--- src/include/capability_load_pkg.sv ---
// Constants, encodings and register map for the capability load unit.
package capability_load_pkg;

  // Load operation codes presented with each request.
  typedef enum logic [2:0] {
    OP_LOAD_SIGNED_HALF_REG = 3'h0,
    OP_LOAD_CAP_UNPRIVILEGED = 3'h1,
    OP_LOAD_UNSCALED_CAP_ALT = 3'h2,
    OP_LOAD_UNSCALED_CAP_NORMAL = 3'h3,
    OP_LOAD_UNSCALED_INT = 3'h4,
    OP_LOAD_UNSCALED_VEC = 3'h5
  } load_op_t;

  // Sequencer states, Gray coded along idle, issue, wait, finish.
  typedef enum logic [1:0] {
    ST_IDLE = 2'h0,
    ST_ISSUE = 2'h1,
    ST_WAIT = 2'h3,
    ST_FINISH = 2'h2
  } load_state_t;

  // Offset extend selector, formed as sign bit then width bit.
  localparam logic [1:0] EXT_UNSIGNED_WORD = 2'h0;
  localparam logic [1:0] EXT_PLAIN_SHIFT = 2'h1;
  localparam logic [1:0] EXT_SIGNED_WORD = 2'h2;
  localparam logic [1:0] EXT_SIGNED_DWORD = 2'h3;

  // Field values and access sizes.
  localparam logic [4:0] ZERO_REGISTER = 5'h1f;
  localparam int HALF_SCALE = 1;
  localparam logic [7:0] BYTE_BASE_SIZE = 8'h08;
  localparam logic [7:0] VEC_HALF_SIZE = 8'h10;
  localparam logic [4:0] CAPABILITY_BYTE_SIZE = 5'h10;
  localparam int CAP_IMM_SCALE = 4;
  localparam logic [1:0] LEVEL_ONE = 2'h1;
  localparam logic [1:0] LEVEL_TWO = 2'h2;

  // Capability permission bit positions.
  localparam int LOAD_PERMISSION = 0;
  localparam int LOAD_CAP_PERMISSION = 1;
  localparam int PERM_WIDTH = 16;

  // APB register byte offsets.
  localparam logic [11:0] CTRL_OFFSET = 12'h000;
  localparam logic [11:0] INT_STATUS_OFFSET = 12'h004;
  localparam logic [11:0] INT_MASK_OFFSET = 12'h008;
  localparam logic [11:0] LAST_ADDR_LO_OFFSET = 12'h00c;
  localparam logic [11:0] LAST_ADDR_HI_OFFSET = 12'h010;
  localparam logic [11:0] LOAD_COUNT_OFFSET = 12'h014;
  localparam logic [11:0] UNIT_STATE_OFFSET = 12'h018;

  // Control and event field layout and reset values.
  localparam int CTRL_ENABLE_BIT = 0;
  localparam logic [31:0] CTRL_RESET = 32'h0000_0001;
  localparam int EVT_DONE = 0;
  localparam int EVT_CAP_DISABLED = 1;
  localparam int EVT_ADDR_FAULT = 2;
  localparam int EVT_FP_DISABLED = 3;
  localparam int EVT_WIDTH = 4;
  localparam logic [3:0] INT_MASK_RESET = 4'h0;

endpackage

--- src/capability_load_agu.sv ---
// Decode, address generation and execution of the capability aware loads.
//
// Operation
// RULE1: Alternate-base forms use integer base when execution state is 1, capability otherwise.
// RULE2: Normal-base capability load uses integer base when state is 0, capability when 1.
// RULE3: Signed halfword register load sign-extends the halfword into the integer destination.
// RULE4: Signed halfword access size is eight shifted left by scale one.
// RULE5: Doubleword class gives a 64-bit result, word class a 32-bit result.
// RULE6: Offset width bit 0 takes 32-bit register view, 1 the 64-bit view.
// RULE7: Extend selector 00 unsigned word, 01 shift, 10 signed word, 11 signed dword.
// RULE8: Shift bit 1 shifts offset left by one, 0 applies no shift.
// RULE9: Offset field 31 is the zero register giving zero; 0 to 30 are registers.
// RULE10: Address is base plus offset, checked for permission and size before reading.
// RULE11: Unprivileged load acts at lowest level when override clear at level 1 or host 2.
// RULE12: Unprivileged load always keeps capability restrictions of its real level.
// RULE13: Unprivileged load immediate is signed, scaled by 16, -4096 to 4080.
// RULE14: Unscaled forms sign-extend nine bit immediate as byte offset -256 to 255.
// RULE15: Loaded capabilities pass the squash step before reaching the destination.
// RULE16: Unscaled integer load zero-extends a 32 or 64 bit value into destination.
// RULE17: Unscaled vector load has five sizes 8 to 128 bits, 16-bit class uses 16.
// RULE18: Vector load needs floating point enabled and writes data unextended.
// RULE19: A failed enable or address check faults and leaves the destination unchanged.
`timescale 1ns/10ps
`default_nettype none

module capability_load_agu
  import capability_load_pkg::*;
#(
  parameter int ADDR_WIDTH = 64
)
(
  // Clock and reset.
  input wire logic pclk,
  input wire logic presetn,
  // APB register port.
  input wire logic psel,
  input wire logic penable,
  input wire logic pwrite,
  input wire logic [11:0] paddr,
  input wire logic [31:0] pwdata,
  output logic [31:0] prdata,
  output logic pready,
  output logic pslverr,
  output logic irq,
  // Processor state.
  input wire logic capability_exec_state,
  input wire logic user_access_override,
  input wire logic host_extension_enable,
  input wire logic trap_general_exceptions,
  input wire logic [1:0] exec_level,
  input wire logic caps_enabled,
  input wire logic fp_enabled,
  // Load request.
  input wire logic req_valid,
  output logic req_ready,
  input wire logic [2:0] req_op,
  input wire logic [4:0] dest_field,
  input wire logic [4:0] offset_reg_field,
  input wire logic [8:0] nine_bit_immediate,
  input wire logic ext_sign_bit,
  input wire logic offset_width_bit,
  input wire logic shift_bit,
  input wire logic dword_class,
  input wire logic [2:0] vec_size_class,
  // Operand values read by the register files.
  input wire logic [ADDR_WIDTH-1:0] offset_reg_value,
  input wire logic [ADDR_WIDTH-1:0] base_gpr_value,
  input wire logic [ADDR_WIDTH-1:0] base_cap_addr,
  input wire logic [ADDR_WIDTH-1:0] base_cap_lower,
  input wire logic [ADDR_WIDTH-1:0] base_cap_upper,
  input wire logic [PERM_WIDTH-1:0] base_cap_perms,
  input wire logic base_cap_tag,
  // Default data capability guarding integer bases.
  input wire logic [ADDR_WIDTH-1:0] ddc_lower,
  input wire logic [ADDR_WIDTH-1:0] ddc_upper,
  input wire logic [PERM_WIDTH-1:0] ddc_perms,
  input wire logic ddc_tag,
  // Memory port.
  output logic mem_req,
  output logic [ADDR_WIDTH-1:0] mem_addr,
  output logic [4:0] mem_bytes,
  output logic mem_cap,
  output logic mem_unpriv,
  output logic [1:0] mem_cap_level,
  input wire logic mem_ack,
  input wire logic [127:0] mem_rdata,
  input wire logic mem_rtag,
  // Writeback and completion.
  output logic wb_gpr_en,
  output logic wb_cap_en,
  output logic wb_vec_en,
  output logic [4:0] wb_index,
  output logic [127:0] wb_data,
  output logic wb_tag,
  output logic done,
  output logic fault
);

  // Sign extension of the nine bit immediate, used by both immediate forms.
  function automatic logic [63:0] sext9(input logic [8:0] imm);
    sext9 = {{55{imm[8]}}, imm};
  endfunction

  // Register offset extension by selector, then optional shift.
  function automatic logic [63:0] extend_reg(input logic [63:0] v, input logic [1:0] sel,
                                             input logic sh);
    logic [63:0] e;
    e = 64'h0000_0000_0000_0000;
    case (sel)
      EXT_UNSIGNED_WORD: e = {32'h0000_0000, v[31:0]}; // RULE7 RULE6
      EXT_PLAIN_SHIFT: e = v; // RULE7 RULE6
      EXT_SIGNED_WORD: e = {{32{v[31]}}, v[31:0]}; // RULE7
      default: e = v; // RULE7
    endcase
    extend_reg = sh ? (e << HALF_SCALE) : e; // RULE8
  endfunction

  load_state_t state;
  load_state_t next_state;
  logic [31:0] ctrl;
  logic [EVT_WIDTH-1:0] int_status;
  logic [EVT_WIDTH-1:0] int_mask;
  logic [31:0] load_count;
  logic [63:0] last_addr;
  load_op_t op;
  logic [4:0] dest;
  logic dword;
  logic [2:0] vclass;
  logic use_gpr_base;
  logic [63:0] addr;
  logic [4:0] nbytes;
  logic unpriv;
  logic [PERM_WIDTH-1:0] chk_perms;
  logic chk_tag;
  logic [63:0] chk_lower;
  logic [63:0] chk_upper;

  // Request decode.
  wire load_op_t dec_op = load_op_t'(req_op);
  wire take = req_valid && req_ready && ctrl[CTRL_ENABLE_BIT];
  wire is_alt = (dec_op == OP_LOAD_SIGNED_HALF_REG) || (dec_op == OP_LOAD_UNSCALED_CAP_ALT)
                || (dec_op == OP_LOAD_UNSCALED_INT) || (dec_op == OP_LOAD_UNSCALED_VEC);
  wire dec_gpr_base = is_alt ? capability_exec_state : !capability_exec_state; // RULE1 RULE2
  wire [63:0] dec_base = dec_gpr_base ? base_gpr_value : base_cap_addr;
  wire [63:0] reg_val = (offset_reg_field == ZERO_REGISTER) ? 64'h0000_0000_0000_0000
                        : offset_reg_value; // RULE9
  wire [63:0] reg_off = extend_reg(reg_val, {ext_sign_bit, offset_width_bit}, shift_bit);
  wire [63:0] cap_imm_off = sext9(nine_bit_immediate) << CAP_IMM_SCALE; // RULE13
  wire [63:0] dec_off = (dec_op == OP_LOAD_SIGNED_HALF_REG) ? reg_off
                        : (dec_op == OP_LOAD_CAP_UNPRIVILEGED) ? cap_imm_off
                        : sext9(nine_bit_immediate); // RULE14
  wire [7:0] half_bits = BYTE_BASE_SIZE << HALF_SCALE; // RULE4
  wire [4:0] vec_bytes = 5'(8'(BYTE_BASE_SIZE << vec_size_class) >> 3); // RULE17
  wire [4:0] dec_bytes = (dec_op == OP_LOAD_SIGNED_HALF_REG) ? 5'(half_bits >> 3)
                         : (dec_op == OP_LOAD_UNSCALED_INT) ? (dword_class ? 5'h08 : 5'h04)
                         : (dec_op == OP_LOAD_UNSCALED_VEC) ? vec_bytes
                         : CAPABILITY_BYTE_SIZE;
  wire at_one = exec_level == LEVEL_ONE;
  wire at_two = (exec_level == LEVEL_TWO) && host_extension_enable && trap_general_exceptions;
  wire dec_unpriv = (dec_op == OP_LOAD_CAP_UNPRIVILEGED) && !user_access_override
                    && (at_one || at_two); // RULE11
  wire dec_is_cap = (dec_op == OP_LOAD_CAP_UNPRIVILEGED) || (dec_op == OP_LOAD_UNSCALED_CAP_ALT)
                    || (dec_op == OP_LOAD_UNSCALED_CAP_NORMAL);

  // Pre-access checks, evaluated in the issue state before any read.
  wire [64:0] end_addr = {1'b0, addr} + {60'h0, nbytes};
  wire bounds_ok = (addr >= chk_lower) && (end_addr <= {1'b0, chk_upper});
  wire check_ok = chk_tag && chk_perms[LOAD_PERMISSION] && bounds_ok; // RULE10
  wire cap_off = !caps_enabled; // RULE19
  wire fp_off = (op == OP_LOAD_UNSCALED_VEC) && !fp_enabled; // RULE18
  wire issue_fault = cap_off || fp_off || !check_ok; // RULE19

  // Result formatting.
  wire [127:0] sq_value;
  wire sq_tag;
  wire [63:0] half_sext = {{48{mem_rdata[15]}}, mem_rdata[15:0]}; // RULE3
  wire [63:0] half_res = dword ? half_sext : {32'h0000_0000, half_sext[31:0]}; // RULE5
  wire [63:0] int_res = dword ? mem_rdata[63:0] : {32'h0000_0000, mem_rdata[31:0]}; // RULE16
  wire [127:0] vec_mask = (vclass >= 3'h4) ? {128{1'b1}}
                          : ({128{1'b0}} | ((128'h1 << (8 << vclass)) - 128'h1));
  wire [127:0] vec_res = mem_rdata & vec_mask; // RULE18

  post_load_squash squash_u (
    .loaded_value(mem_rdata),
    .loaded_tag(mem_rtag),
    .base_tag(chk_tag),
    .base_perms(chk_perms),
    .squashed_value(sq_value),
    .squashed_tag(sq_tag)
  );

  // Sequencer next state.
  always_comb begin
    next_state = state;
    case (state)
      ST_IDLE: if (take) next_state = ST_ISSUE;
      ST_ISSUE: next_state = issue_fault ? ST_FINISH : ST_WAIT;
      ST_WAIT: if (mem_ack) next_state = ST_FINISH;
      default: next_state = ST_IDLE;
    endcase
  end

  // State register.
  always_ff @(posedge pclk or negedge presetn) begin
    if (!presetn) state <= ST_IDLE;
    else state <= next_state;
  end

  // Capture of the decoded request.
  always_ff @(posedge pclk or negedge presetn) begin
    if (!presetn) begin
      op <= OP_LOAD_SIGNED_HALF_REG;
      dest <= 5'h00;
      dword <= 1'b0;
      vclass <= 3'h0;
      use_gpr_base <= 1'b0;
      addr <= 64'h0000_0000_0000_0000;
      nbytes <= 5'h00;
      unpriv <= 1'b0;
    end else if (take) begin
      op <= dec_op;
      dest <= dest_field;
      dword <= dword_class;
      vclass <= vec_size_class;
      use_gpr_base <= dec_gpr_base;
      addr <= dec_base + dec_off; // RULE10
      nbytes <= dec_bytes;
      unpriv <= dec_unpriv;
    end
  end

  // Authorising capability: the base capability, or the default one for integer bases.
  always_ff @(posedge pclk or negedge presetn) begin
    if (!presetn) begin
      chk_perms <= '0;
      chk_tag <= 1'b0;
      chk_lower <= 64'h0000_0000_0000_0000;
      chk_upper <= 64'h0000_0000_0000_0000;
    end else if (take) begin
      chk_perms <= dec_gpr_base ? ddc_perms : base_cap_perms;
      chk_tag <= dec_gpr_base ? ddc_tag : base_cap_tag;
      chk_lower <= dec_gpr_base ? ddc_lower : base_cap_lower;
      chk_upper <= dec_gpr_base ? ddc_upper : base_cap_upper;
    end
  end

  // Memory request, raised only after the checks pass.
  always_ff @(posedge pclk or negedge presetn) begin
    if (!presetn) begin
      mem_req <= 1'b0;
      mem_addr <= 64'h0000_0000_0000_0000;
      mem_bytes <= 5'h00;
      mem_cap <= 1'b0;
      mem_unpriv <= 1'b0;
      mem_cap_level <= 2'h0;
    end else if (state == ST_ISSUE && !issue_fault) begin
      mem_req <= 1'b1; // RULE10
      mem_addr <= addr;
      mem_bytes <= nbytes;
      mem_cap <= (op == OP_LOAD_CAP_UNPRIVILEGED) || (op == OP_LOAD_UNSCALED_CAP_ALT)
                 || (op == OP_LOAD_UNSCALED_CAP_NORMAL);
      mem_unpriv <= unpriv; // RULE11
      mem_cap_level <= exec_level; // RULE12
    end else if (mem_ack) begin
      mem_req <= 1'b0;
    end
  end

  // Writeback, held back entirely when a check fails.
  always_ff @(posedge pclk or negedge presetn) begin
    if (!presetn) begin
      wb_gpr_en <= 1'b0;
      wb_cap_en <= 1'b0;
      wb_vec_en <= 1'b0;
      wb_index <= 5'h00;
      wb_data <= '0;
      wb_tag <= 1'b0;
    end else if (state == ST_WAIT && mem_ack) begin
      wb_gpr_en <= (op == OP_LOAD_SIGNED_HALF_REG) || (op == OP_LOAD_UNSCALED_INT);
      wb_cap_en <= mem_cap; // RULE15
      wb_vec_en <= op == OP_LOAD_UNSCALED_VEC;
      wb_index <= dest;
      if (op == OP_LOAD_SIGNED_HALF_REG) wb_data <= {64'h0, half_res}; // RULE3
      else if (op == OP_LOAD_UNSCALED_INT) wb_data <= {64'h0, int_res}; // RULE16
      else if (op == OP_LOAD_UNSCALED_VEC) wb_data <= vec_res; // RULE18
      else wb_data <= sq_value; // RULE15
      wb_tag <= mem_cap && sq_tag; // RULE15
    end else begin
      wb_gpr_en <= 1'b0;
      wb_cap_en <= 1'b0;
      wb_vec_en <= 1'b0;
    end
  end

  // Completion pulses, busy flag, address log and count.
  always_ff @(posedge pclk or negedge presetn) begin
    if (!presetn) begin
      done <= 1'b0;
      fault <= 1'b0;
      req_ready <= 1'b1;
      last_addr <= 64'h0000_0000_0000_0000;
      load_count <= 32'h0000_0000;
    end else begin
      done <= (state == ST_WAIT && mem_ack) || (state == ST_ISSUE && issue_fault);
      fault <= state == ST_ISSUE && issue_fault; // RULE19
      req_ready <= (next_state == ST_IDLE);
      if (state == ST_ISSUE) last_addr <= addr;
      if (state == ST_WAIT && mem_ack) load_count <= load_count + 32'h0000_0001;
    end
  end

  // Event sources feeding the sticky status bits.
  wire [EVT_WIDTH-1:0] events;
  assign events[EVT_DONE] = state == ST_WAIT && mem_ack;
  assign events[EVT_CAP_DISABLED] = state == ST_ISSUE && cap_off;
  assign events[EVT_ADDR_FAULT] = state == ST_ISSUE && !cap_off && !fp_off && !check_ok;
  assign events[EVT_FP_DISABLED] = state == ST_ISSUE && !cap_off && fp_off;

  // APB decode: the access completes one cycle into the access phase.
  wire apb_access = psel && penable && !pready;
  wire apb_commit = psel && penable && pready;
  wire hit_ctrl = paddr == CTRL_OFFSET;
  wire hit_status = paddr == INT_STATUS_OFFSET;
  wire hit_mask = paddr == INT_MASK_OFFSET;
  wire hit_lo = paddr == LAST_ADDR_LO_OFFSET;
  wire hit_hi = paddr == LAST_ADDR_HI_OFFSET;
  wire hit_count = paddr == LOAD_COUNT_OFFSET;
  wire hit_state = paddr == UNIT_STATE_OFFSET;
  wire mapped = hit_ctrl || hit_status || hit_mask || hit_lo || hit_hi || hit_count || hit_state;
  wire wr_commit = apb_commit && pwrite && mapped;
  wire [EVT_WIDTH-1:0] w1c = (wr_commit && hit_status) ? pwdata[EVT_WIDTH-1:0] : '0;
  wire [31:0] read_mux;
  assign read_mux = hit_ctrl ? ctrl
                    : hit_status ? {28'h000_0000, int_status}
                    : hit_mask ? {28'h000_0000, int_mask}
                    : hit_lo ? last_addr[31:0]
                    : hit_hi ? last_addr[63:32]
                    : hit_count ? load_count
                    : hit_state ? {30'h0000_0000, state}
                    : 32'h0000_0000;

  // APB handshake and read data.
  always_ff @(posedge pclk or negedge presetn) begin
    if (!presetn) begin
      pready <= 1'b0;
      pslverr <= 1'b0;
      prdata <= 32'h0000_0000;
    end else begin
      pready <= apb_access;
      pslverr <= apb_access && !mapped;
      prdata <= (apb_access && !pwrite) ? read_mux : 32'h0000_0000;
    end
  end

  // Software registers; a new event wins over a clear in the same cycle.
  always_ff @(posedge pclk or negedge presetn) begin
    if (!presetn) begin
      ctrl <= CTRL_RESET;
      int_mask <= INT_MASK_RESET;
      int_status <= '0;
      irq <= 1'b0;
    end else begin
      if (wr_commit && hit_ctrl) ctrl <= {31'h0000_0000, pwdata[CTRL_ENABLE_BIT]};
      if (wr_commit && hit_mask) int_mask <= pwdata[EVT_WIDTH-1:0];
      int_status <= (int_status & ~w1c) | events;
      irq <= |(((int_status & ~w1c) | events) & int_mask);
    end
  end

endmodule

`default_nettype wire

--- src/post_load_squash.sv ---
// Squash step applied to every capability read from memory.
`timescale 1ns/10ps
`default_nettype none

module post_load_squash
  import capability_load_pkg::*;
(
  // Loaded capability.
  input wire logic [127:0] loaded_value,
  input wire logic loaded_tag,
  // Base capability that authorised the load.
  input wire logic base_tag,
  input wire logic [PERM_WIDTH-1:0] base_perms,
  // Squashed result.
  output logic [127:0] squashed_value,
  output logic squashed_tag
);

  // The tag survives only if the base is valid and may load capabilities.
  assign squashed_value = loaded_value;
  assign squashed_tag = loaded_tag & base_tag & base_perms[LOAD_CAP_PERMISSION];

endmodule

`default_nettype wire
--- config.mk ---
export PLATFORM = sky130hd
export DESIGN_NAME = capability_load_agu
export DESIGN_NICKNAME = d
export VERILOG_FILES = /design/src/include/capability_load_pkg.sv /design/src/capability_load_agu.sv /design/src/post_load_squash.sv
export SDC_FILE = /design/constraint.sdc
export NUM_CORES = 2
export LEC_CHECK = 0
export BUFFER_PORTS_ARGS = -buffer_cell sky130_fd_sc_hd__buf_2
export CAP_MARGIN = 5
export CORE_AREA = 5 5 364 366
export CTS_CLUSTER_SIZE = 40
export DETAILED_ROUTE_END_ITERATION = 8
export DIE_AREA = 0 0 369 371
export SYNTH_ARGS = -nofsm -noshare
export SYNTH_HDL_FRONTEND = slang
export SYNTH_SLANG_ARGS = --single-unit
--- constraint.sdc ---
create_clock -name pclk -period 8 [get_ports pclk]
set_input_delay 0.8 -clock pclk [delete_from_list [all_inputs] [get_ports pclk]]
set_output_delay 0.8 -clock pclk [all_outputs]
set_load 0.1 [all_outputs]
Word-level counts from Yosys, hierarchy flattened
Index checks and enable logic that the tools add are counted.

Flip-flop bits (word level): 569. Input port bits: 699. Output and inout port bits: 249. Word-level logic and storage cells: 176.

$add $sub $neg: 4. Magnitude comparators: 3. Equal/unequal tests: 21. Shift-type cells: 3. Multiplexer cells: 39. Bitwise gates (word level): 7. Reduce and logical (&&, ||, !) cells: 63.

Operator list (count): 2-to-1 mux 128 bit (4); 2-to-1 mux 64 bit (8); 2-to-1 mux 32 bit (7); AND 128 bit (1); one-hot mux 64 bit (2 select lines) (1); << shifter 1 x 32 -> 128 bit, first input constant (1); subtractor 128 x 1 -> 128 bit, second input constant (1); adder 64 x 5 -> 65 bit (1); less-or-equal comparator 65 x 64 -> 1 bit (1); adder 64 bit (1); >= comparator 64 bit (1); == test 12 x 5 -> 1 bit, second input constant (3); adder 32 x 1 -> 32 bit, second input constant (1); << shifter 4 x 3 -> 32 bit, first input constant (1); logical AND 1 bit (29); == test 12 x 4 -> 1 bit, second input constant (2); logical OR 1 bit (16); 2-to-1 mux 5 bit (3); == test 12 x 3 -> 1 bit, second input constant (1); == test 3 bit, second input constant (4); logical NOT 12 bit (1); 2-to-1 mux 12 bit (1); logical NOT 1 bit (10); == test 3 x 2 -> 1 bit, second input constant (3); other kinds (18) (38).

Logic depth before layout (Yosys ltp)
Depth after elaboration: 15. Depth in mapped cells: 24. Gate-level depth less buffers: 22.

By module
Synthesis repeated with hierarchy kept, for this count alone.

Cells, all modules: 4012. Area total of the unflattened synthesis: 36321.1 um2.

By module, submodules not included: capability_load_agu (instances 1, cells an instance 3883, area each 35353.9 um2, sequential area each 14591.5 um2); post_load_squash (instances 1, cells an instance 129, area each 967.2 um2, sequential area each 0.0 um2).

Worst setup path before layout
No wires, ideal clock.

Path type: reg-to-reg. Start: reg addr[0]. End: reg mem_addr[62]. Data arrival time: 4934 ps. Data required time: 7872 ps. Setup slack: 2938 ps. Stages on the path, launching flop included: 23. Period minus slack after synthesis: 5062 ps. Path through: dfrtp_1 > ha_1 > fa_1 > a21o_1 > a21oi_1 > o21bai_1 > and4b_1 > buf_4 > nand3_1 > xnor2_1 > ha_1 > a21o_1 > a21o_1 > a2111oi_0 > o21ai_0 > a2111oi_0 > nand4_1 > a221oi_1 > o21ai_2 > nor3_1 > buf_6 > buf_6 > mux2_1.

Word-level cells in the longest chain between the ends: 8. Elaborated cells on any way between the ends: 9.

Ends and longest elaborated chain: from (decl) (RTL line capability_load_agu.sv:130) `logic [63:0] addr;`; from (signal assigned) (RTL line capability_load_agu.sv:226) `addr <= dec_base + dec_off;`; adder 64 x 5 -> 65 bit (RTL line capability_load_agu.sv:166) `wire [64:0] end_addr = {1'b0, addr} + {60'h0, nbytes};`; less-or-equal comparator 65 x 64 -> 1 bit (RTL line capability_load_agu.sv:167) `wire bounds_ok = (addr >= chk_lower) && (end_addr <= {1'b0, chk_upper});`; logical AND 1 bit (*) (RTL line capability_load_agu.sv:167); logical AND 1 bit (*) (RTL line capability_load_agu.sv:168) `wire check_ok = chk_tag && chk_perms[LOAD_PERMISSION] && bounds_ok;`; logical NOT 1 bit (*) (RTL line capability_load_agu.sv:171) `wire issue_fault = cap_off || fp_off || !check_ok;`; logical OR 1 bit (*) (RTL line capability_load_agu.sv:171); logical NOT 1 bit (*) (RTL line capability_load_agu.sv:256) `end else if (state == ST_ISSUE && !issue_fault) begin`; logical AND 1 bit (*) (RTL line capability_load_agu.sv:256); to (signal assigned) (RTL line capability_load_agu.sv:258) `mem_addr <= addr;`; to (decl) (RTL line capability_load_agu.sv:80) `output logic [ADDR_WIDTH-1:0] mem_addr,`.

Mark *: on every way between the ends. The rest lies on a longest branch, timed or not. A chain may end at the register's enable or synchronous reset.

Worst setup path in the final report
Start: reg addr[1]. End: reg mem_addr[63].

The elaborated chain is that of the path after synthesis.

==> out/metrics.yaml <==
outcome:
  run_status: "complete, but fails checks"
  failed_checks: "design-rule violations"
sta:
  setup_viol: 0
  finalCriticalPeriod_ns: 6.69
  achievable-frequency_mhz: 149
  timing_worst_slew_pin_value_ns: 1.19
  finalSetupTns_ns: 0
  max-slew-margin-rel_pct: 20.5
  min_period_over_period_pct: 83.6
  report.final.slew_viol_count: 0
  final_hold_violations: 0
  clock_skew_ns: 0.0388
  grt_setup_unrepaired: "no"
placement:
  place.port_buffers: 891
  gp_congestion: 0.880
  detailed_placement_wirelength_estimate_mm: 115
power:
  power.ir.vdd_worst_mv: 0.122
  power.density_nw_per_um2: 181
  power.static_leakage_nw: 21.5
  totalPowerFinal_w: 0.00765
synthesis:
  synth.area.mux_share_pct: 11.3
  yosys_warnings: 0
  synth-seq-cells: 569
  syn_area_um2: 33400
  synth.largest_area_cell: "sky130_fd_sc_hd__dfrtp_1"
  post_synth_fa_ha_maj_area_fraction_pct: 7.54
  cell_types_occupying_the_most_area_after_synthesis: "sky130_fd_sc_hd__dfrtp_1 (42%), sky130_fd_sc_hd__ha_1 (7.4%), sky130_fd_sc_hd__nand2_1 (7.1%)"
  synth_flop_cell: "sky130_fd_sc_hd__dfrtp_1"
  avgSynthCellArea_um2: 9.32
  synth_simple_gate_area_share_pct: 14.3
  syn-instance-count: 3584
  fraction_of_the_mapped_netlist_area_in_compound_gates_pct: 16.1
  ys_async_sr_fraction_pct: 100
  synth.yosys.seq_area_share_pct: 42.6
  synth_xor_xnor_area_share_pct: 3.78
  synth_top_family_by_area: "compound AO/OA/AOI/OAI gates"
  synth.distinct_cells: 79
  synth_enable_flop_cells: 0
  postSynthNetCount: 4483
  synth_largest_type_area_fraction_pct: 42.5
clock_network:
  root_buffer: "sky130_fd_sc_hd__clkbuf_16"
  cts_max_path_buffers: 3
  post-cts-setup-buffer-count: 0
  tritoncts.num_buffers: 72
  clk_pin_slew_worst_paths_ns: 0.05
  cts_max_level: 3
  insertion_delay_ns: 0.66
  post_cts_resize_count: 0
  cts_tree: "built"
  clock-sinks: 569
  cts.hold.buffers_added: 0
critical_path:
  startpoint_type: "register"
  crit_type: "register to register"
  worst-endpoint-arrival_ns: 7.21
  timing.critical_path.fanout_max: 21
  end_kind: "register"
  cp_data_required_time_ns: 8.52
floorplanning:
  fp.coreArea_um2: 129000
  die_height_um: 371
  floorplan.die.width_um: 369
  fp-row-count: 132
  floorplan.io_pins: 948
  die_area_um2: 137000
  floorplan.initialDensity_pct: 25.9
global_route:
  vias_in_the_first_global_route: 29883
  global_route_wire_length_before_repair_mm: 202
  grt.total_usage_pct: 20.0
  pin_count_of_the_biggest_net_entering_global_routing: 184
  antenna_found_initial: 33
  globalRouteOverflowTotal: 0
routing:
  detailroute.via_count: 29779
  routed_len_inst_um: 23.3
  drt_iter0_markers: 2039
  route.detailed.drc: 7
  routed_wirelength_mm: 142
  post_drt_antenna_nets: 0
  drt-vias-per-instance: 4.86
  first_pass_iters: 9
layout:
  nets: 5288
  area_delta_synth_final_pct: 26.4
  layout-drive-gt1-share_pct: 27.8
run:
  drv_cap: 0
worst_hold_path:
  hold_path.class: "primary input to asynchronous set/reset pin"
registers in the layout, indices dropped and copies added, names as in the netlist, 32 cells and up:
signal,cells
load_count,32
chk_lower,64
chk_upper,64
prdata,32
last_addr,64
addr,64
wb_data,128
mem_addr,64
worst max-delay path, cell delays in order, from the launching register on:
cell,delay [ns]
sky130_fd_sc_hd__dfrtp_1,0.47
sky130_fd_sc_hd__ha_1,0.31
sky130_fd_sc_hd__a21o_1,0.11
sky130_fd_sc_hd__a21oi_1,0.10
sky130_fd_sc_hd__o21bai_1,0.15
sky130_fd_sc_hd__a21oi_1,0.10
sky130_fd_sc_hd__buf_4,0.17
sky130_fd_sc_hd__nor3b_1,0.50
sky130_fd_sc_hd__and3_1,0.45
sky130_fd_sc_hd__nand3_1,0.14
sky130_fd_sc_hd__xnor2_1,0.15
sky130_fd_sc_hd__ha_1,0.29
sky130_fd_sc_hd__a21o_1,0.17
sky130_fd_sc_hd__a2111oi_0,0.43
sky130_fd_sc_hd__o21ai_0,0.31
sky130_fd_sc_hd__a2111oi_0,0.67
sky130_fd_sc_hd__nand4_1,0.30
sky130_fd_sc_hd__a221oi_1,0.39
sky130_fd_sc_hd__o21ai_2,0.12
sky130_fd_sc_hd__nor3_2,0.32
sky130_fd_sc_hd__buf_4,0.47
sky130_fd_sc_hd__mux2_2,0.39
worst paths after layout:
kind / from / end / slack, ns / depth (start not counted)
min in group pclk: mem_rdata[3] / wb_data[3] / 0.34 / 3
max reg2reg: addr[1] / mem_addr[63] / 1.31 / 21
max: addr[1] / mem_addr[63] / 1.31 / 21
min reg2reg: dest[2] / wb_index[2] / 0.47 / 2
max in group asynchronous: presetn / chk_lower[29] / 6.33 / 2
min: presetn / wb_data[76] / 0.12 / 1
routing by layer:
layer | up-vias | GRT usage (%) | wire (µm)
li1 | 14207 | - | -
met1 | 14363 | 25.5 | 60700
met2 | 1017 | 34.9 | 69500
met3 | 176 | 4.26 | 8970
met4 | 16 | 4.51 | 3180
met5 | - | 0 | 116
layout by cell type, fill, tap and decap left out, types with 49 or more instances in the layout:
cell type | Yosys | layout
sky130_fd_sc_hd__mux2_2 | 93 | 93
sky130_fd_sc_hd__dfrtp_1 | 567 | 567
sky130_fd_sc_hd__xnor2_1 | 99 | 98
sky130_fd_sc_hd__buf_4 | 2 | 49
sky130_fd_sc_hd__mux2i_1 | 197 | 197
sky130_fd_sc_hd__clkbuf_16 | 0 | 74
sky130_fd_sc_hd__a21oi_1 | 180 | 178
sky130_fd_sc_hd__a21o_1 | 72 | 72
sky130_fd_sc_hd__nand4_1 | 53 | 53
sky130_fd_sc_hd__buf_2 | 3 | 889
sky130_fd_sc_hd__a22o_1 | 71 | 71
sky130_fd_sc_hd__inv_1 | 164 | 164
sky130_fd_sc_hd__o21ai_0 | 340 | 338
sky130_fd_sc_hd__nor2_1 | 171 | 170
sky130_fd_sc_hd__nand3_1 | 68 | 66
sky130_fd_sc_hd__nand2_1 | 632 | 632
sky130_fd_sc_hd__ha_1 | 198 | 198
power by group:
group	internal (W)	switching, W	total, W
registers	0.00288	0.00000397	0.00289
clock network	0.00209	0.00137	0.00347
logic	0.000500	0.000800	0.00130
total	0.00548	0.00218	0.00765
cell families after synthesis:
family	after synthesis
AOI/OAI and AO/OA	861
xor gates and xnor gates	144
adders and majority gates	200
buffers and inverters	378
DFF	569
muxes	339
other	1
and+or+nand+nor	1092
through the flow:
step                hold slack (ns)  cells  util [%]  setup slack, ns  cell area, µm²
global route                  0.130   6122      32.8            0.870           42200
CTS                          0.0922   6118      32.8             1.29           42200
global placement              0.445   5990      30.8             1.41           39700
finish                        0.119   6126      32.8             1.31           42200
floorplan                     0.437   3584         -             2.94           33400
detailed placement            0.455   5990      30.8             1.33           39700
final cells by class:
cell class | count | area, µm²
flip-flops and latches | 569 | 14200
fillers | 13510 | 86600
well taps | 1675 | 2100
clock buffers | 97 | 2040
clock inverters | 31 | 464
inverters | 164 | 616
repair buffers | 945 | 4950
multi-input cells | 2637 | 17800
diodes | 8 | 20.0
cells in the mapped netlist, types with 6 or more instances:
| cell | n |
|---|---|
| sky130_fd_sc_hd__a211oi_1 | 15 |
| sky130_fd_sc_hd__a21o_1 | 72 |
| sky130_fd_sc_hd__a21oi_1 | 180 |
| sky130_fd_sc_hd__a222oi_1 | 29 |
| sky130_fd_sc_hd__a22o_1 | 71 |
| sky130_fd_sc_hd__a31oi_1 | 10 |
| sky130_fd_sc_hd__and3_1 | 24 |
| sky130_fd_sc_hd__and4_1 | 13 |
| sky130_fd_sc_hd__buf_1 | 25 |
| sky130_fd_sc_hd__buf_6 | 6 |
| sky130_fd_sc_hd__clkbuf_1 | 178 |
| sky130_fd_sc_hd__dfrtp_1 | 567 |
| sky130_fd_sc_hd__ha_1 | 198 |
| sky130_fd_sc_hd__inv_1 | 164 |
| sky130_fd_sc_hd__mux2_2 | 93 |
| sky130_fd_sc_hd__mux2_4 | 47 |
| sky130_fd_sc_hd__mux2i_1 | 197 |
| sky130_fd_sc_hd__nand2_1 | 632 |
| sky130_fd_sc_hd__nand2b_1 | 19 |
| sky130_fd_sc_hd__nand3_1 | 68 |
| sky130_fd_sc_hd__nand4_1 | 53 |
| sky130_fd_sc_hd__nor2_1 | 171 |
| sky130_fd_sc_hd__nor2b_1 | 20 |
| sky130_fd_sc_hd__nor3_1 | 43 |
| sky130_fd_sc_hd__nor4_1 | 7 |
| sky130_fd_sc_hd__o211ai_1 | 10 |
| sky130_fd_sc_hd__o21a_1 | 46 |
| sky130_fd_sc_hd__o21ai_0 | 340 |
| sky130_fd_sc_hd__o21bai_1 | 13 |
| sky130_fd_sc_hd__o31ai_1 | 14 |
| sky130_fd_sc_hd__or2_2 | 6 |
| sky130_fd_sc_hd__or3_1 | 14 |
| sky130_fd_sc_hd__xnor2_1 | 99 |
| sky130_fd_sc_hd__xor2_1 | 45 |
Power figures use the tool's default switching activity.
